`src/echo_burst_map.svh`:
```
`ifndef ECHO_BURST_MAP_SVH
`define ECHO_BURST_MAP_SVH

// Register byte offsets
`define EB_OFF_CTRL 12'h000
`define EB_OFF_RECLEN 12'h004
`define EB_OFF_STATUS 12'h008
`define EB_OFF_CMD 12'h00C
// Capture memory window, paddr[11:9] value (0x200 to 0x3FC)
`define EB_MEM_WIN 3'h1

// Control fields
`define EB_CTRL_CAPEN 0
`define EB_CTRL_TAP_LSB 4
`define EB_CTRL_WIDE 8
`define EB_CTRL_GAIN_LSB 12
`define EB_RECLEN_P2_LSB 4

// Reset values
`define EB_CTRL_RST 16'h0000
`define EB_RECLEN_RST 8'h00

// Tap selector values
`define EB_TAP_LPF 3'h1
`define EB_TAP_LIMIT 3'h5

// Timing
`define EB_CLK_PERIOD_NS 8
`define EB_SAMPLE_PERIOD_US 1
`define EB_SAMPLE_CYCLES ((`EB_SAMPLE_PERIOD_US * 1000) / `EB_CLK_PERIOD_NS)

`endif

```
`src/echo_burst_pkg.sv`:
```
package echo_burst_pkg;

  typedef enum logic [2:0] {
    CMD_BL_P1 = 3'b000,
    CMD_BL_P2 = 3'b001,
    CMD_LO_P1 = 3'b010,
    CMD_LO_P2 = 3'b011,
    CMD_TEMP = 3'b100
  } cmd_e;

  typedef enum logic {
    CAP_IDLE = 1'b0,
    CAP_RUN = 1'b1
  } capture_state_e;

  typedef enum logic [1:0] {
    ST_IDLE = 2'b00,
    ST_DIAG = 2'b01,
    ST_DATA = 2'b10,
    ST_SUM = 2'b11
  } stream_state_e;

endpackage : echo_burst_pkg

```
`src/echo_mem.sv`:
```
`timescale 1ns/100ps

module echo_mem (
  // Clock
  input wire logic clk,
  // Write port
  input wire logic we,
  input wire logic [6:0] waddr,
  input wire logic [7:0] wdata,
  // Read port
  input wire logic [6:0] raddr,
  output logic [7:0] rdata
);

  logic [7:0] mem [0:127];

  always_ff @(posedge clk) begin
    if (we) begin
      mem[waddr] <= wdata;
    end
    rdata <= mem[raddr];
  end

endmodule : echo_mem

```
`src/echo_capture_and_raw_burst.sv`:
```
// The address map and the APB slave port were left to the implementer.
`timescale 1ns/100ps
`include "echo_burst_map.svh"

// Function
// - Capture enable makes any of the four run commands capture echoes.
// - Pull the single-wire bus pin low for the whole capture record.
// - Captured echoes live in a 128-byte memory, one byte per location.
// - Down-sampling ratio follows the record length of the run's preset.
// - Each location keeps only the peak sample of its group.
// - Locations fill in time order, blocks of length/128 from sample zero.
// - Data path gives one sample per microsecond.
// - Capture enable switches object detection and measurement off.
// - Tap select 1 to 4 enables streaming and disables detection.
// - Streaming only in synchronous USART mode with master clock.
// - Tap 1 to 4: run or temperature command streams the tap at once.
// - Stream is diagnostic byte, data bytes, then checksum over all.
// - Samples per stream equal the preset record time in microseconds in width 0, half of it in width 1.
// - Width 0: one byte per sample, byte picked by gain select.
// - Width 1: twelve-bit samples, every second sample sent.
// - Twelve-bit: low byte first, high byte carries a sample counter.
// - Nonlinear scaling only for the low-pass tap, bypassed otherwise.
// - Frames are eight bits, LSB first, no start, stop or gaps.
module echo_capture_and_raw_burst (
  // Clock and reset
  input wire logic pclk,
  input wire logic presetn,
  // APB slave
  input wire logic psel,
  input wire logic penable,
  input wire logic pwrite,
  input wire logic [11:0] paddr,
  input wire logic [31:0] pwdata,
  output logic [31:0] prdata,
  output logic pready,
  output logic pslverr,
  // Data path taps, same clock domain
  input wire logic [11:0] dp_lpf,
  input wire logic [11:0] dp_tap2,
  input wire logic [11:0] dp_tap3,
  input wire logic [11:0] dp_tap4,
  // Stream header
  input wire logic [7:0] diag_byte,
  // Synchronous USART
  input wire logic sclk_in,
  output logic txd,
  // Single-wire bus pin
  input wire logic io_in,
  output logic io_out,
  output logic io_oe_n,
  // Detection control
  output logic object_detect_enable,
  output logic scaling_enable
);

  // Record length in samples, (setting + 1) * 4096
  function automatic logic [16:0] rec_samples(input logic [3:0] r);
    logic [4:0] units;
    units = {1'b0, r} + 5'h01;
    rec_samples = {units, 12'h000};
  endfunction : rec_samples

  // Compressive scaling for the low-pass tap
  function automatic logic [11:0] nl_scale(input logic [11:0] x);
    logic [11:0] d;
    d = x - 12'h400;
    if (x < 12'h400) begin
      nl_scale = {x[10:0], 1'b0};
    end else begin
      nl_scale = 12'h600 + {2'b00, d[11:2]};
    end
  endfunction : nl_scale

  function automatic logic [7:0] pick_byte(input logic [11:0] x,
                                           input logic [2:0] t,
                                           input logic [1:0] g);
    if (t == `EB_TAP_LPF) begin
      case (g)
        2'h0: pick_byte = x[11:4];
        2'h1: pick_byte = x[10:3];
        2'h2: pick_byte = x[9:2];
        default: pick_byte = x[7:0];
      endcase
    end else begin
      pick_byte = (g == 2'h0) ? x[11:4] : x[7:0];
    end
  endfunction : pick_byte

  // Ones-complement style running sum
  function automatic logic [7:0] sum_add(input logic [7:0] a,
                                         input logic [7:0] b);
    logic [8:0] s;
    s = {1'b0, a} + {1'b0, b};
    sum_add = s[7:0] + {7'h00, s[8]};
  endfunction : sum_add

  logic [15:0] ctrl, next_ctrl;
  logic [7:0] reclen, next_reclen;
  logic [31:0] next_prdata;
  logic next_pready, next_pslverr;
  logic [6:0] tick_cnt, next_tick_cnt;
  logic tick, next_tick, phase, next_phase;
  logic [11:0] samp_latest, next_samp_latest, samp_even, next_samp_even;
  logic sclk_meta, sclk_sync, sclk_prev, io_meta, io_sync, sync_mode;
  logic next_sync_mode;
  echo_burst_pkg::capture_state_e cap_state, next_cap_state;
  logic [16:0] cap_sample_cnt, next_cap_sample_cnt;
  logic [16:0] cap_total, next_cap_total;
  logic [9:0] cap_block_cnt, next_cap_block_cnt;
  logic [9:0] cap_block_len, next_cap_block_len;
  logic [6:0] cap_addr, next_cap_addr;
  logic [7:0] cap_peak, next_cap_peak;
  logic cap_done, next_cap_done;
  logic mem_we, next_mem_we;
  logic [6:0] mem_waddr, next_mem_waddr;
  logic [7:0] mem_wdata, next_mem_wdata, mem_rdata;
  echo_burst_pkg::stream_state_e st_state, next_st_state;
  logic [7:0] st_shift, next_st_shift, st_sum, next_st_sum;
  logic [2:0] st_bit, next_st_bit, st_tap, next_st_tap;
  logic [1:0] st_gain, next_st_gain;
  logic st_wide, next_st_wide, st_hi, next_st_hi, st_last, next_st_last;
  logic [16:0] st_left, next_st_left;
  logic [11:0] st_hold, next_st_hold;
  logic [3:0] st_cnt4, next_st_cnt4;
  logic next_txd, next_io_oe_n, next_detect, next_scale;

  logic cap_en, wide, tap_valid, setup, wr_fire, is_mem, cmd_go, is_run;
  logic cap_go, stream_go, preset2, fall, rise;
  logic [2:0] tap;
  logic [1:0] gain;
  logic [16:0] run_len;
  logic [7:0] sample8;

  assign cap_en = ctrl[`EB_CTRL_CAPEN];
  assign tap = ctrl[`EB_CTRL_TAP_LSB +: 3];
  assign wide = ctrl[`EB_CTRL_WIDE];
  assign gain = ctrl[`EB_CTRL_GAIN_LSB +: 2];
  assign tap_valid = (tap != 3'h0) && (tap < `EB_TAP_LIMIT);
  assign setup = psel && !penable;
  assign wr_fire = psel && penable && pready && pwrite;
  assign is_mem = (paddr[11:9] == `EB_MEM_WIN);
  assign cmd_go = wr_fire && (paddr == `EB_OFF_CMD)
                  && (pwdata[2:0] <= echo_burst_pkg::CMD_TEMP);
  assign is_run = (pwdata[2:0] <= echo_burst_pkg::CMD_LO_P2);
  assign preset2 = pwdata[0] && !pwdata[2];
  assign run_len = preset2 ?
                   rec_samples(reclen[`EB_RECLEN_P2_LSB +: 4]) :
                   rec_samples(reclen[3:0]);
  assign cap_go = cmd_go && is_run && cap_en
                  && (cap_state == echo_burst_pkg::CAP_IDLE);
  assign stream_go = cmd_go && tap_valid && sync_mode
                     && (st_state == echo_burst_pkg::ST_IDLE);
  assign fall = sclk_prev && !sclk_sync;
  assign rise = !sclk_prev && sclk_sync;
  assign sample8 = dp_lpf[11:4];

  // APB registers and answers
  always_comb begin
    next_ctrl = ctrl;
    next_reclen = reclen;
    next_prdata = prdata;
    next_pready = 1'b0;
    next_pslverr = 1'b0;
    if (wr_fire && (paddr == `EB_OFF_CTRL)) begin
      next_ctrl = pwdata[15:0];
    end
    if (wr_fire && (paddr == `EB_OFF_RECLEN)) begin
      next_reclen = pwdata[7:0];
    end
    if (setup && !is_mem) begin
      next_pready = 1'b1;
      case (paddr)
        `EB_OFF_CTRL: next_prdata = {16'h0000, ctrl};
        `EB_OFF_RECLEN: next_prdata = {24'h00_0000, reclen};
        `EB_OFF_STATUS: next_prdata = {26'h000_0000, io_sync, sync_mode,
            object_detect_enable, cap_done,
            st_state != echo_burst_pkg::ST_IDLE,
            cap_state == echo_burst_pkg::CAP_RUN};
        `EB_OFF_CMD: next_prdata = 32'h0000_0000;
        default: begin
          next_prdata = 32'h0000_0000;
          next_pslverr = 1'b1;
        end
      endcase
    end else if (psel && penable && !pready && is_mem) begin
      next_pready = 1'b1;
      next_prdata = {24'h00_0000, mem_rdata};
    end
  end

  always_ff @(posedge pclk or negedge presetn) begin
    if (!presetn) begin
      ctrl <= `EB_CTRL_RST;
      reclen <= `EB_RECLEN_RST;
      prdata <= 32'h0000_0000;
      pready <= 1'b0;
      pslverr <= 1'b0;
    end else begin
      ctrl <= next_ctrl;
      reclen <= next_reclen;
      prdata <= next_prdata;
      pready <= next_pready;
      pslverr <= next_pslverr;
    end
  end

  // Microsecond tick, sample holds and pin synchronisers
  always_comb begin
    logic [2:0] samp_sel;
    samp_sel = (st_state == echo_burst_pkg::ST_IDLE) ? tap : st_tap;
    next_tick = 1'b0;
    next_tick_cnt = tick_cnt + 7'h01;
    next_phase = phase;
    next_samp_latest = samp_latest;
    next_samp_even = samp_even;
    next_sync_mode = sync_mode || rise;
    if (tick_cnt == 7'(`EB_SAMPLE_CYCLES - 1)) begin
      next_tick_cnt = 7'h00;
      next_tick = 1'b1;
    end
    if (tick) begin
      case (samp_sel)
        3'h1: next_samp_latest = nl_scale(dp_lpf);
        3'h2: next_samp_latest = dp_tap2;
        3'h3: next_samp_latest = dp_tap3;
        3'h4: next_samp_latest = dp_tap4;
        default: next_samp_latest = 12'h000;
      endcase
      next_phase = !phase;
      if (!phase) begin
        next_samp_even = next_samp_latest;
      end
    end
  end

  always_ff @(posedge pclk or negedge presetn) begin
    if (!presetn) begin
      tick_cnt <= 7'h00;
      tick <= 1'b0;
      phase <= 1'b0;
      samp_latest <= 12'h000;
      samp_even <= 12'h000;
      sclk_meta <= 1'b0;
      sclk_sync <= 1'b0;
      sclk_prev <= 1'b0;
      io_meta <= 1'b1;
      io_sync <= 1'b1;
      sync_mode <= 1'b0;
    end else begin
      tick_cnt <= next_tick_cnt;
      tick <= next_tick;
      phase <= next_phase;
      samp_latest <= next_samp_latest;
      samp_even <= next_samp_even;
      sclk_meta <= sclk_in;
      sclk_sync <= sclk_meta;
      sclk_prev <= sclk_sync;
      io_meta <= io_in;
      io_sync <= io_meta;
      sync_mode <= next_sync_mode;
    end
  end

  // Echo capture with peak hold
  always_comb begin
    next_cap_state = cap_state;
    next_cap_sample_cnt = cap_sample_cnt;
    next_cap_total = cap_total;
    next_cap_block_cnt = cap_block_cnt;
    next_cap_block_len = cap_block_len;
    next_cap_addr = cap_addr;
    next_cap_peak = cap_peak;
    next_cap_done = cap_done;
    next_mem_we = 1'b0;
    next_mem_waddr = cap_addr;
    next_mem_wdata = cap_peak;
    case (cap_state)
      echo_burst_pkg::CAP_IDLE: begin
        if (cap_go) begin
          next_cap_state = echo_burst_pkg::CAP_RUN;
          next_cap_sample_cnt = 17'h0_0000;
          next_cap_total = run_len;
          next_cap_block_len = run_len[16:7];
          next_cap_block_cnt = 10'h000;
          next_cap_addr = 7'h00;
          next_cap_peak = 8'h00;
          next_cap_done = 1'b0;
        end
      end
      echo_burst_pkg::CAP_RUN: begin
        if (tick) begin
          if ((cap_block_cnt == 10'h000) || (sample8 > cap_peak)) begin
            next_cap_peak = sample8;
          end
          next_cap_block_cnt = cap_block_cnt + 10'h001;
          if (cap_block_cnt == cap_block_len - 10'h001) begin
            next_mem_we = 1'b1;
            next_mem_wdata = next_cap_peak;
            next_cap_addr = cap_addr + 7'h01;
            next_cap_block_cnt = 10'h000;
          end
          next_cap_sample_cnt = cap_sample_cnt + 17'h0_0001;
          if (cap_sample_cnt == cap_total - 17'h0_0001) begin
            next_cap_state = echo_burst_pkg::CAP_IDLE;
            next_cap_done = 1'b1;
          end
        end
      end
      default: next_cap_state = echo_burst_pkg::CAP_IDLE;
    endcase
  end

  always_ff @(posedge pclk or negedge presetn) begin
    if (!presetn) begin
      cap_state <= echo_burst_pkg::CAP_IDLE;
      cap_sample_cnt <= 17'h0_0000;
      cap_total <= 17'h0_0000;
      cap_block_cnt <= 10'h000;
      cap_block_len <= 10'h000;
      cap_addr <= 7'h00;
      cap_peak <= 8'h00;
      cap_done <= 1'b0;
      mem_we <= 1'b0;
      mem_waddr <= 7'h00;
      mem_wdata <= 8'h00;
    end else begin
      cap_state <= next_cap_state;
      cap_sample_cnt <= next_cap_sample_cnt;
      cap_total <= next_cap_total;
      cap_block_cnt <= next_cap_block_cnt;
      cap_block_len <= next_cap_block_len;
      cap_addr <= next_cap_addr;
      cap_peak <= next_cap_peak;
      cap_done <= next_cap_done;
      mem_we <= next_mem_we;
      mem_waddr <= next_mem_waddr;
      mem_wdata <= next_mem_wdata;
    end
  end

  echo_mem u_mem (
    .clk(pclk),
    .we(mem_we),
    .waddr(mem_waddr),
    .wdata(mem_wdata),
    .raddr(paddr[8:2]),
    .rdata(mem_rdata)
  );

  // Raw burst serializer, shifts on master clock falling edges
  always_comb begin
    logic [7:0] dbyte;
    dbyte = 8'h00;
    next_st_state = st_state;
    next_st_shift = st_shift;
    next_st_sum = st_sum;
    next_st_bit = st_bit;
    next_st_tap = st_tap;
    next_st_gain = st_gain;
    next_st_wide = st_wide;
    next_st_hi = st_hi;
    next_st_last = st_last;
    next_st_left = st_left;
    next_st_hold = st_hold;
    next_st_cnt4 = st_cnt4;
    next_txd = txd;
    if (st_state == echo_burst_pkg::ST_IDLE) begin
      next_txd = 1'b1;
      if (stream_go) begin
        next_st_state = echo_burst_pkg::ST_DIAG;
        next_st_tap = tap;
        next_st_gain = gain;
        next_st_wide = wide;
        next_st_shift = diag_byte;
        next_st_sum = diag_byte;
        next_txd = diag_byte[0];
        next_st_bit = 3'h0;
        next_st_left = wide ? {1'b0, run_len[16:1]} : run_len;
        next_st_hi = 1'b0;
        next_st_last = 1'b0;
        next_st_cnt4 = 4'h0;
      end
    end else if (fall) begin
      if (st_bit != 3'h7) begin
        next_st_shift = {1'b0, st_shift[7:1]};
        next_txd = st_shift[1];
        next_st_bit = st_bit + 3'h1;
      end else begin
        next_st_bit = 3'h0;
        if (st_state == echo_burst_pkg::ST_SUM) begin
          next_st_state = echo_burst_pkg::ST_IDLE;
          next_txd = 1'b1;
        end else if (st_state == echo_burst_pkg::ST_DATA && st_last) begin
          dbyte = ~st_sum;
          next_st_state = echo_burst_pkg::ST_SUM;
          next_st_shift = dbyte;
          next_txd = dbyte[0];
        end else begin
          next_st_state = echo_burst_pkg::ST_DATA;
          if (!st_wide) begin
            dbyte = pick_byte(samp_latest, st_tap, st_gain);
            next_st_left = st_left - 17'h0_0001;
            next_st_last = (st_left == 17'h0_0001);
          end else if (!st_hi) begin
            dbyte = samp_even[7:0];
            next_st_hold = samp_even;
            next_st_hi = 1'b1;
          end else begin
            dbyte = {st_cnt4, st_hold[11:8]};
            next_st_cnt4 = st_cnt4 + 4'h1;
            next_st_hi = 1'b0;
            next_st_left = st_left - 17'h0_0001;
            next_st_last = (st_left == 17'h0_0001);
          end
          next_st_sum = sum_add(st_sum, dbyte);
          next_st_shift = dbyte;
          next_txd = dbyte[0];
        end
      end
    end
  end

  always_ff @(posedge pclk or negedge presetn) begin
    if (!presetn) begin
      st_state <= echo_burst_pkg::ST_IDLE;
      st_shift <= 8'h00;
      st_sum <= 8'h00;
      st_bit <= 3'h0;
      st_tap <= 3'h0;
      st_gain <= 2'h0;
      st_wide <= 1'b0;
      st_hi <= 1'b0;
      st_last <= 1'b0;
      st_left <= 17'h0_0000;
      st_hold <= 12'h000;
      st_cnt4 <= 4'h0;
      txd <= 1'b1;
    end else begin
      st_state <= next_st_state;
      st_shift <= next_st_shift;
      st_sum <= next_st_sum;
      st_bit <= next_st_bit;
      st_tap <= next_st_tap;
      st_gain <= next_st_gain;
      st_wide <= next_st_wide;
      st_hi <= next_st_hi;
      st_last <= next_st_last;
      st_left <= next_st_left;
      st_hold <= next_st_hold;
      st_cnt4 <= next_st_cnt4;
      txd <= next_txd;
    end
  end

  // Pin and detection outputs
  always_comb begin
    next_io_oe_n = (next_cap_state != echo_burst_pkg::CAP_RUN);
    next_detect = !cap_en && !tap_valid;
    next_scale = (tap == `EB_TAP_LPF);
  end

  always_ff @(posedge pclk or negedge presetn) begin
    if (!presetn) begin
      io_out <= 1'b0;
      io_oe_n <= 1'b1;
      object_detect_enable <= 1'b1;
      scaling_enable <= 1'b0;
    end else begin
      io_out <= 1'b0;
      io_oe_n <= next_io_oe_n;
      object_detect_enable <= next_detect;
      scaling_enable <= next_scale;
    end
  end

endmodule : echo_capture_and_raw_burst

```
`config.mk`:
```
export PLATFORM = sky130hd
export DESIGN_NAME = echo_capture_and_raw_burst
export DESIGN_NICKNAME = d
export VERILOG_FILES = /design/src/echo_burst_pkg.sv /design/src/echo_mem.sv /design/src/echo_capture_and_raw_burst.sv
export VERILOG_INCLUDE_DIRS = /design/src
export SDC_FILE = /design/constraint.sdc
export NUM_CORES = 2
export LEC_CHECK = 0
export BUFFER_PORTS_ARGS = -buffer_cell sky130_fd_sc_hd__buf_2
export CAP_MARGIN = 20
export CORE_MARGIN = 8
export CORE_UTILIZATION = 60
export DETAILED_ROUTE_END_ITERATION = 10
export PLACE_DENSITY = 0.77
export SETUP_SLACK_MARGIN = 0.02
export SYNTH_ARGS = -nofsm -noshare
export SYNTH_HDL_FRONTEND = slang
export SYNTH_SLANG_ARGS = --single-unit
```
`constraint.sdc`:
```
create_clock -name pclk -period 10.8 [get_ports pclk]
set_input_delay 1.62 -clock pclk [delete_from_list [all_inputs] [get_ports pclk]]
set_output_delay 1.62 -clock pclk [all_outputs]
set_load 0.02 [all_outputs]
```
==> out/qor.txt <==
Final Critical Period: 5150 ps
RSZ-0062 raised after global routing: false
Critical path type: input port to flop
Synth Cell Area: 51000 um^2
Fin. max-slew vios: 0
P_leak: 19.1 nW
Hold Vio Cnt, Final: 0
Port Buffers: 112
Initial antenna violation count: 5
Simple-gate share of the synthesized area: 0.0526
Final wirelength: 120000 um
Initial Utilization: 0.602
Post-synth top flop: edfxtp_1
Slowest CP cell: buf_4
Largest family of logic cells by synthesized area: multiplexers
Max Cap Viol: 0
# hold bufs at CTS: 0
Placed insts: 4074
Net Switching: 2.34 mW
Num CTS Buffers: 118
Worst r2r dst: st_sum[5]
Synth warn: 0
Synthesized flop and latch total: 1235
ANT nets after route: 0
Grt total ovfl: 0
Leading area contributor after synthesis: edfxtp_1
Status: finished clean
Crit path capture: u_mem.rdata[5]
Peak Freq: 194 MHz
Max clock buf depth: 3
Vias per inst: 6.53
Root buffer cell: clkbuf_16
Top cell by count, worst path: buf_4
Setup TNS: 0 ps
Clock sink count: 1235
Share of the synthesized area in the top cell type: 0.603
Startpoint Class: input port
Drt pass-1 iters: 6
Number of flops mapped to enable cells by yosys: 1024
P&R area growth vs syn: 10.7%
R2R setup slack: 5750 ps
Internal power: 7.75 mW
Switching portion of total power: 0.232
Worst Setup SP: paddr[3]
Logic pwr share: 0.082
Worst path cell trace: buf_8, buf_4, buf_4, mux4_2, mux2i_1, a22oi_1, and3_1, a2111oi_0, o21ai_1
Sequential area share after synthesis: 0.706
Io pins: 146
XOR/XNOR Fraction of Synth Area: 0.00945
Most frequent cells in the layout: edfxtp_1 (1024), mux4_2 (264), nor2_1 (208)
Number of fill cells: 5365
Slew HR: 0.165
DR WL/cell: 27.9 um
Pin count of the biggest net entering global routing: 125
Post-CTS sizing: 0
Critical Path Sink Type: flop
Via count: 28100
Placement Rows: 107
Async S/R FF share, synth: 0.164
GRT Overall Usage: 0.252
Htree depth: 3
Syn Area/Cell: 17.4 um^2
Worst-case reg-to-reg path depth: 20
Slew @ Worst Pin: 1220 ps
Core ar.: 84700 um^2
First-pass GRT wire length: 180000 um
Total Nets Final: 3202
DRC: 0
Multiplexer share of the synthesized area: 0.154
Final Setup Violations: 0
Worst stage delay on the critical path: 860 ps
Synth Area in Adders: 0.00967
Hold path cells: 0
Die area: 94600 um^2
Max VDD drop: 0.000210 V
Layout cell share with drive strength beyond 1: 0.208
CTS tree: yes
PD cells: 179 nW/um^2
Die height: 308 um
GP Congestion: 0.929
Synth area leaders: edfxtp_1 (60%), mux4_2 (12%), dfrtp_1 (9.7%)
Hold Path Class: flop to flop
Cell variety after synth: 76
Skew-Pair Late Insertion Delay: 710 ps
Synth Area in Compound Gates: 0.0494
CP arrival: 5700 ps
Clk pwr share: 0.393
CP max FO: 79
Die span in x: 308 um
Fin crit share: 0.477
Non-filler cells, final: 4301
Dpl hpwl: 74100 um
Most common cell after layout, fill and taps aside: edfxtp_1
Post-CTS setup buffer count: 0
Clock-pin slew on the worst setup and hold paths: 60 ps
Worst Skew: 34.9 ps
Post-Synthesis Cells: 2930
Vias in the first global route: 28900
Required @ worst endpoint: 11340 ps
RR Startpoint: st_gain[1]
DRT iter0 DRCs: 3188
Reg power frac: 0.525
-- worst max-delay path: cells and delay by family --
family / cells / cell delay, ps
buffers and inverters: 3 / 2090
AOI/OAI and AO/OA: 3 / 860
muxes: 2 / 670
and+or+nand+nor: 1 / 300
-- worst min path at each step --
stage | slack (ps) | endpoint | startpoint
after floorplan | 330 | sclk_sync | sclk_meta
after global routing | 370 | io_sync | io_meta
after CTS | 360 | io_sync | io_meta
final | 360 | io_sync | io_meta
after detailed placement | 340 | sclk_sync | sclk_meta
after global placement | 340 | sclk_sync | sclk_meta
-- per-layer routing --
layer	routed length, um	vias to the layer above	track usage
met5	42	-	0
met4	5420	6	0.103
met3	9730	306	0.0493
met2	59800	1426	0.424
met1	45200	14500	0.324
li1	-	11900	-
-- synth_stat cells (all sizes together), types with 3 or more instances --
| master | n |
|---|---|
| ha | 37 |
| nor2b | 37 |
| clkbuf | 66 |
| o31ai | 5 |
| nor4 | 9 |
| and2 | 10 |
| and3 | 17 |
| a221oi | 26 |
| nor3 | 19 |
| a22oi | 26 |
| nand4b | 5 |
| inv | 39 |
| nand3b | 3 |
| xnor2 | 29 |
| a22o | 38 |
| or4 | 5 |
| nand2b | 16 |
| mux2i | 136 |
| a32o | 3 |
| o21a | 6 |
| nor3b | 9 |
| or3 | 6 |
| a31oi | 5 |
| o21ai | 128 |
| nor2 | 208 |
| nand4 | 21 |
| a32oi | 3 |
| a211oi | 28 |
| o22ai | 12 |
| o211ai | 5 |
| dfrtp | 198 |
| o32ai | 5 |
| a2111oi | 12 |
| and4 | 4 |
| xor2 | 26 |
| mux4 | 264 |
| dfstp | 5 |
| nand3 | 43 |
| dfxtp | 8 |
| a21o | 8 |
| buf | 98 |
| a21oi | 56 |
| edfxtp | 1024 |
| mux2 | 50 |
| nand2 | 150 |
-- per-stage QoR --
stage | hold WS, ps | area [um^2] | worst slack [ps] | utilization | total power [mW]
CTS | 355 | 56300 | 5730 | 0.665 | 10.1
detailed placement | 344 | 52600 | 5000 | 0.621 | 6.21
finish | 355 | 56400 | 5650 | 0.666 | 10.1
global route | 366 | 56400 | 5250 | 0.666 | 10.4
global placement | 345 | 52600 | 5160 | 0.620 | 6.17
floorplan | 331 | 51000 | 6730 | - | 5.95
-- kinds of logic after synthesis --
group	Yosys count
buf+inv	203
fa+ha+maj	39
xor+xnor	55
other cells	1
flops	1235
compound gates	380
simple gates	567
mux	450
-- flip-flops by register name, indices dropped and copies added, names as in the netlist, 5 cells and up --
name            flops
cap_addr            7
cap_block_cnt      10
cap_block_len       5
cap_peak            8
cap_sample_cnt     17
ctrl               16
mem_waddr           7
mem_wdata           8
prdata             16
reclen              8
samp_even          12
samp_latest        12
st_left            17
st_shift            7
st_sum              8
tick_cnt            7
u_mem.mem        1024
u_mem.rdata         8
-- power by group through the flow --
stage	Clock, mW	Combinational (mW)	Sequential [mW]
floorplan	0	0.555	5.39
global placement	0	0.784	5.39
detailed placement	0	0.815	5.39
CTS	4.00	0.822	5.30
global route	4.18	0.908	5.30
finish	3.96	0.828	5.30
-- cell type report --
type                    instances  area [um^2]  area share
flip-flops and latches       1235        36000       0.638
inverters                      39          146     0.00259
repair buffers                155         1010      0.0180
clock inverters                68          604      0.0107
clock buffers                 150         3100      0.0550
diodes                          2         5.00   0.0000887
well taps                    1144         1430      0.0254
multi-input cells            1508        14100       0.250
Note: power is estimated with default switching activity, not from simulation.
